[config.mk]
export PLATFORM = sky130hd
export DESIGN_NAME = otp_host
export DESIGN_NICKNAME = d
export VERILOG_FILES = /design/src/otp_host_pkg.sv /design/src/otp_host.sv
export VERILOG_INCLUDE_DIRS = /design/src
export SDC_FILE = /design/constraint.sdc
export NUM_CORES = 1
export LEC_CHECK = 0
export ABC_CLOCK_PERIOD_IN_PS = 3800
export BUFFER_PORTS_ARGS = -buffer_cell sky130_fd_sc_hd__clkbuf_2
export CORE_ASPECT_RATIO = 0.9
export CORE_UTILIZATION = 60
export DETAILED_ROUTE_END_ITERATION = 7
export MAX_ROUTING_LAYER = met4
export PLACE_DENSITY = 0.94
export SETUP_SLACK_MARGIN = 0.5
export SLEW_MARGIN = 20
export SYNTH_ARGS = -nofsm -noshare
export SYNTH_HDL_FRONTEND = slang
export SYNTH_SLANG_ARGS = --single-unit
[constraint.sdc]
create_clock -name sys_clk -period 3.8 [get_ports sys_clk]
set_clock_uncertainty 0.15 [all_clocks]
set_input_delay 0.76 -clock sys_clk [delete_from_list [all_inputs] [get_ports sys_clk]]
set_output_delay 0.76 -clock sys_clk [all_outputs]
set_load 0.02 [all_outputs]
[src/otp_host_consts.svh]
`ifndef OTP_HOST_CONSTS_SVH
`define OTP_HOST_CONSTS_SVH

// ----------------------------------------------------------------
// Geometry
// ----------------------------------------------------------------
`define ADDR_W          17
`define DATA_W          8
`define ID_SEL_BIT      0
`define ID_HI_LSB       1

// ----------------------------------------------------------------
// Timing in ns (slow grade figures, safe for both grades)
// ----------------------------------------------------------------
`define CLK_PERIOD_NS   10
`define ADDR_ACCESS_NS  70
`define GATE_ACCESS_NS  30
`define FLOAT_NS        25
`define HOLD_NS         7
`define SETUP_NS        2000
`define PULSE_NOM_NS    100000
`define MAX_TRIES       10

`endif

[src/otp_host_pkg.sv]
package otp_host_pkg;

  // ----------------------------------------------------------------
  // Host command kinds
  // ----------------------------------------------------------------
  typedef enum logic [1:0] {
    CMD_READ,
    CMD_ID,
    CMD_PROG
  } cmd_kind_t;

  typedef struct packed {
    cmd_kind_t   kind;
    logic [16:0] addr;
    logic [7:0]  data;
  } cmd_t;

  typedef struct packed {
    logic [7:0] data;
    logic       fail;
  } rsp_t;

  // Pins driven towards the memory
  typedef struct packed {
    logic        select_n;
    logic        gate_n;
    logic        program_strobe_n;
    logic        prog_supply_raise;
    logic        identification_voltage;
    logic [16:0] byte_address_bus;
  } pins_t;

endpackage

[src/otp_host.sv]
`timescale 1ns/1ps
`include "otp_host_consts.svh"

// Function
// - Program: select low, gate high, strobe low, supply raised; host drives data.
// - Identification: select, gate low, line nine at high voltage, lines 1-16 low.
// - Data valid within 20 or 30 ns of gate falling.
// - Gate may fall late; address access limit still governs.
// - Program strobe low pulse lasts 95 to 105 microseconds.
// - Up to ten pulse-verify attempts per byte, then declare failure.
module otp_host
#(
  parameter int PULSE_CYC = (`PULSE_NOM_NS / `CLK_PERIOD_NS)
)
(
  input  wire logic                sys_clk,
  input  wire logic                rstn,
  input  wire logic                cmd_valid,
  output logic                     cmd_ready,
  input  wire otp_host_pkg::cmd_t  cmd,
  output logic                     rsp_valid,
  output otp_host_pkg::rsp_t       rsp,
  output otp_host_pkg::pins_t      pins,
  output logic [`DATA_W-1:0]       data_out,
  output logic                     data_oe_n,
  input  wire logic [`DATA_W-1:0]  data_in
);

  // ----------------------------------------------------------------
  // Cycle counts
  // ----------------------------------------------------------------
  localparam int ACC_CYC   = (`ADDR_ACCESS_NS + `CLK_PERIOD_NS - 1) / `CLK_PERIOD_NS;
  localparam int FLT_CYC   = (`FLOAT_NS + `CLK_PERIOD_NS - 1) / `CLK_PERIOD_NS;
  localparam int SETUP_CYC = (`SETUP_NS + `CLK_PERIOD_NS - 1) / `CLK_PERIOD_NS;
  localparam int HOLD_CYC  = (`HOLD_NS + `CLK_PERIOD_NS - 1) / `CLK_PERIOD_NS;
  localparam int CNT_W     = 16;

  typedef enum logic [2:0] {
    S_IDLE,
    S_READ,
    S_SETUP,
    S_PULSE,
    S_VGAP,
    S_VERIFY,
    S_FLOAT
  } state_t;

  state_t                   state_q, state_d;
  logic [CNT_W-1:0]         cnt_q, cnt_d;
  logic [3:0]               tries_q, tries_d;
  otp_host_pkg::cmd_t       cur_q, cur_d;
  otp_host_pkg::pins_t      pins_q, pins_d;
  logic                     oe_n_q, oe_n_d;
  otp_host_pkg::rsp_t       rsp_q, rsp_d;
  logic                     rv_q, rv_d;

  // Wait count as counter width
  function automatic logic [CNT_W-1:0] cyc(input int n);
    cyc = CNT_W'(n);
  endfunction

  // Idle pin set: standby, supply low, outputs floated
  function automatic otp_host_pkg::pins_t idle_pins();
    otp_host_pkg::pins_t p;
    p = '0;
    p.select_n         = 1'b1;
    p.gate_n           = 1'b1;
    p.program_strobe_n = 1'b1;
    idle_pins = p;
  endfunction

  assign cmd_ready = (state_q == S_IDLE);
  assign pins      = pins_q;
  assign data_oe_n = oe_n_q;
  assign data_out  = cur_q.data;
  assign rsp       = rsp_q;
  assign rsp_valid = rv_q;

  // ----------------------------------------------------------------
  // Sequencer next state
  // ----------------------------------------------------------------
  always_comb
  begin
    state_d = state_q;
    cnt_d   = cnt_q;
    tries_d = tries_q;
    cur_d   = cur_q;
    pins_d  = pins_q;
    oe_n_d  = oe_n_q;
    rsp_d   = rsp_q;
    rv_d    = 1'b0;
    if (cnt_q != '0)
    begin
      cnt_d = cnt_q - 1'b1;
    end
    case (state_q)
      S_IDLE:
      begin
        if (cmd_valid)
        begin
          cur_d   = cmd;
          tries_d = '0;
          pins_d  = idle_pins();
          pins_d.byte_address_bus = cmd.addr;
          case (cmd.kind)
            otp_host_pkg::CMD_ID:
            begin
              // Only line zero follows request; others low, line nine high volts
              pins_d.byte_address_bus = '0;
              pins_d.byte_address_bus[`ID_SEL_BIT] = cmd.addr[`ID_SEL_BIT];
              pins_d.identification_voltage = 1'b1;
              pins_d.select_n = 1'b0;
              pins_d.gate_n   = 1'b0;
              cnt_d   = cyc(ACC_CYC);
              state_d = S_READ;
            end
            otp_host_pkg::CMD_PROG:
            begin
              pins_d.prog_supply_raise = 1'b1;
              pins_d.select_n = 1'b0;
              oe_n_d  = 1'b0;
              cnt_d   = cyc(SETUP_CYC);
              state_d = S_SETUP;
            end
            default:
            begin
              pins_d.select_n = 1'b0;
              pins_d.gate_n   = 1'b0;
              cnt_d   = cyc(ACC_CYC);
              state_d = S_READ;
            end
          endcase
        end
      end
      S_READ:
      begin
        if (cnt_q == '0)
        begin
          rsp_d.data = data_in;
          rsp_d.fail = 1'b0;
          rv_d       = 1'b1;
          pins_d.gate_n   = 1'b1;
          pins_d.select_n = 1'b1;
          cnt_d   = cyc(FLT_CYC);
          state_d = S_FLOAT;
        end
      end
      S_SETUP:
      begin
        // Drive data only once the memory has floated its outputs
        if (cnt_q <= cyc(SETUP_CYC))
        begin
          oe_n_d = 1'b0;
        end
        if (cnt_q == '0)
        begin
          pins_d.program_strobe_n = 1'b0;
          cnt_d   = cyc(PULSE_CYC - 1); // Low for exactly PULSE_CYC cycles
          state_d = S_PULSE;
        end
      end
      S_PULSE:
      begin
        if (cnt_q == '0)
        begin
          pins_d.program_strobe_n = 1'b1;
          tries_d = tries_q + 1'b1;
          cnt_d   = cyc(SETUP_CYC);
          state_d = S_VGAP;
        end
      end
      S_VGAP:
      begin
        if (cnt_q == '0)
        begin
          oe_n_d  = 1'b1; // Release data on the same edge the gate opens
          pins_d.gate_n = 1'b0;
          cnt_d   = cyc(ACC_CYC);
          state_d = S_VERIFY;
        end
      end
      S_VERIFY:
      begin
        if (cnt_q == '0)
        begin
          pins_d.gate_n = 1'b1;
          if (data_in == cur_q.data || tries_q == 4'(`MAX_TRIES))
          begin
            rsp_d.data = data_in;
            rsp_d.fail = (data_in != cur_q.data);
            rv_d       = 1'b1;
            pins_d.select_n = 1'b1;
            pins_d.prog_supply_raise = 1'b0;
            cnt_d   = cyc(FLT_CYC);
            state_d = S_FLOAT;
          end
          else
          begin
            cnt_d   = cyc(FLT_CYC + SETUP_CYC);
            state_d = S_SETUP;
          end
        end
        else if (state_q == S_VERIFY && cnt_q == cyc(1))
        begin
          oe_n_d = 1'b1;
        end
      end
      S_FLOAT:
      begin
        if (cnt_q == '0)
        begin
          pins_d  = idle_pins();
          pins_d.byte_address_bus = cur_q.addr;
          cnt_d   = cyc(HOLD_CYC);
          state_d = S_IDLE;
        end
      end
      default:
      begin
        state_d = S_IDLE;
      end
    endcase
  end

  // ----------------------------------------------------------------
  // Registers
  // ----------------------------------------------------------------
  always_ff @(posedge sys_clk or negedge rstn)
  begin
    if (!rstn)
    begin
      state_q <= S_IDLE;
      cnt_q   <= '0;
      tries_q <= '0;
      cur_q   <= '0;
      pins_q  <= '{1'b1, 1'b1, 1'b1, 1'b0, 1'b0, '0}; // Standby, strobe high
      oe_n_q  <= 1'b1;
      rsp_q   <= '0;
      rv_q    <= 1'b0;
    end
    else
    begin
      state_q <= state_d;
      cnt_q   <= cnt_d;
      tries_q <= tries_d;
      cur_q   <= cur_d;
      pins_q  <= pins_d;
      oe_n_q  <= oe_n_d;
      rsp_q   <= rsp_d;
      rv_q    <= rv_d;
    end
  end

endmodule // otp_host

==> results.py <==
metrics = {
    "setup_path": {
        "critical_path.startpoint": "state_q[2]",
        "required_ns": 2.89,
        "worst-setup-path-type": "reg2out",
        "rrSetupSlack_ns": 0.87,
        "end_kind": "output pin",
        "cp_max_fo": 20,
        "rr_startpoint": "cnt_q[8]",
        "arrival_ns": 2.03,
        "start_kind": "flop",
    },
    "sta": {
        "rsz0062_at_grt": "no",
        "hold_ws_ns": 0.253,
        "period_share_pct": 77.3,
        "drv_slew": 0,
        "tightest_slew_ns": 0.714,
        "finalSetupTns_ns": 0,
        "slew_headroom_pct": 52.4,
        "hold_viol": 0,
        "setup_viol_count_final": 0,
        "fmax_ghz": 0.340,
        "min_period_ns": 2.94,
    },
    "layout": {
        "syn_to_final_growth_pct": 13.8,
        "drive_above_1_share_pct": 24.7,
        "n_antenna_cell": 0,
        "nNetsFinal": 570,
        "final_cells": 620,
        "num-fill-cells": 493,
    },
    "route": {
        "ant_nets": 0,
        "drtIter0Drc": 452,
        "drt-total-wl_microns": 10000,
        "wl_per_cell_microns": 16.2,
        "drt-pass1-iter-count": 5,
        "vias_per_cell": 5.92,
        "drc": 0,
        "num_vias": 3669,
    },
    "pwr": {
        "finalPower_mw": 1.59,
        "max-vdd-ir-drop_mv": 0.254,
        "cellPowerDensity_mw_per_mm2": 329,
        "p_leak_nw": 2.34,
    },
    "floorplan": {
        "die_h_microns": 81.7,
        "fp.dieArea_sq_mm": 0.00740,
        "core_area_sq_mm": 0.00669,
        "rows": 28,
        "initial_core_util_pct": 63.3,
        "pin_count": 80,
        "fp.dieW_microns": 90.6,
    },
    "global_routing": {
        "track_usage_pct": 29.4,
        "antenna_found_initial": 0,
        "grt_max_degree": 82,
        "grt_pass1_wl_microns": 16200,
        "overflow": 0,
        "grt_pass1_vias": 3314,
    },
    "synthesis": {
        "ys.flop_type": "dfrtp_1",
        "synthesis.nets": 505,
        "syn_inst": 460,
        "avgSynthCellArea_sq_um": 9.21,
        "ys_ff_latch": 81,
        "synth-edff-count": 0,
        "synth_area_sq_mm": 0.00424,
        "ys_seq_area_share_pct": 48.0,
        "synth_cell_types": 64,
        "synth.top_cell.area_share_pct": 45.5,
        "ys_top_cells_by_area": "dfrtp_1, nand2_1, o21ai_0, a21oi_1, and3_1",
        "ys_warn_count": 0,
        "synthArstFlopShare_pct": 100,
        "synth_area_leader_cell": "dfrtp_1",
    },
    "clock_network": {
        "cts_setup_buffers": 0,
        "cts_tree": "yes",
        "root_buffer": "clkbuf_8",
        "insertion_delay_ns": 0.37,
        "clockBufferDepth": 2,
        "clock-sinks": 81,
        "cts_resized": 0,
        "htreeDepth": 3,
        "numCtsBuffers": 9,
        "clk_pin_slew_ns": 0.09,
        "ctsHoldBuffers": 0,
    },
    "place": {
        "hpwl_microns": 6930,
        "place_inst": 604,
        "port_buffers": 79,
        "gp_congestion": 0.952,
    },
    "hold_path": {
        "hp-class": "in2async",
    },
    "flow_run": {
        "drv_cap": 0,
    },
    "status": {
        "status": "finished, final reports clean",
    },
}
## logic make-up (layout without fill, tap and decap cells)
family / count (synthesis) / after routing / share of synthesized area [%]
multiplexers: 13 / 13 / 3.34
AND/OR/NAND/NOR: 203 / 203 / 23.4
buffers and inverters: 38 / 108 / 4.75
adder cells (fa/ha/maj): 7 / 7 / 2.07
XOR/XNOR: 12 / 12 / 2.48
AO/OA/AOI/OAI: 106 / 106 / 16.0
flip-flops: 81 / 81 / 48.0
## critical path: stages, from the launching register on
cell and delay, ns:
dfrtp_1 0.61, or2_2 0.43, nor2_1 0.36, clkbuf_2 0.25
## power breakdown
part	total, mW	internal, mW	switching (mW)
Clock	0.603	0.262	0.341
Sequential	0.888	0.877	0.0107
Combinational	0.0947	0.0379	0.0568
Total	1.59	1.18	0.409
## worst paths after layout
path / to / cells after the start
max: cmd_ready / 3
min in group sys_clk: cur_q[24] / 2
min: cnt_q[8] / 1
min reg2reg: cur_q[24] / 2
max reg2reg: cnt_q[0] / 9
max in group asynchronous: rsp[4] / 1
## layer usage
layer	track usage [%]	wire, microns	vias to the layer above
li1	-	-	1743
met1	38.8	4300	1698
met2	44.9	4730	200
met3	7.13	786	28
met4	10.0	231	0
met5	-	0	-
## through the flow
stage	cell area (sq um)	util, %	setup WS [ns]
3_3_place_gp	4630	69.2	0.937
6_report	4820	72.0	0.862
4_1_cts	4820	72.0	0.890
5_1_grt	4820	72.0	0.731
2_1_floorplan	4240	-	1.32
3_5_place_dp	4630	69.2	0.834
## cell type report
| type | instances | area (sq um) | share of cell area [%] |
|---|---|---|---|
| repair buffers | 85 | 447 | 9.27 |
| multi-input cells | 341 | 2020 | 41.8 |
| well taps | 90 | 113 | 2.34 |
| clock buffers | 10 | 138 | 2.85 |
| inverters | 7 | 26.3 | 0.545 |
| clock inverters | 6 | 50.0 | 1.04 |
| flip-flops and latches | 81 | 2030 | 42.1 |
## placed cells by master (no fill, tap or decap), types with 3 or more instances in the layout
cell type	instances
a211oi_1	5
a21oi_1	28
a31oi_1	6
and3_1	20
buf_4	6
clkbuf_2	78
clkbuf_8	10
dfrtp_1	77
dfstp_2	4
ha_1	7
inv_1	6
mux2_2	9
mux2i_1	4
nand2_1	112
nand2b_1	3
nand3_1	5
nand4_1	3
nor2_1	14
nor2b_1	5
nor3_1	9
o211ai_1	3
o21ai_0	35
o31ai_1	8
or3_1	5
or4_1	6
xor2_1	11
## state kept, by name (all words and copies together), names as in the netlist
signal / flops
rsp: 9
tries_q: 4
data_oe_n: 1
cur_q: 17
data_out: 8
state_q: 3
cnt_q: 16
pins: 22
rsp_valid: 1
## cell usage after synthesis, types with 4 or more instances
cell type  number
a211oi_1        5
a21oi_1        28
a31oi_1         7
and3_1         20
buf_4           8
clkbuf_1       17
dfrtp_1        77
dfstp_2         4
ha_1            7
inv_1           6
mux2_2          9
mux2i_1         4
nand2_1       112
nand3_1         5
nor2_1         14
nor2b_1         5
nor3_1          9
o21ai_0        35
o31ai_1         8
or3_1           5
or4_1           6
xor2_1         11
Note: power is estimated with default switching activity, not from simulation.
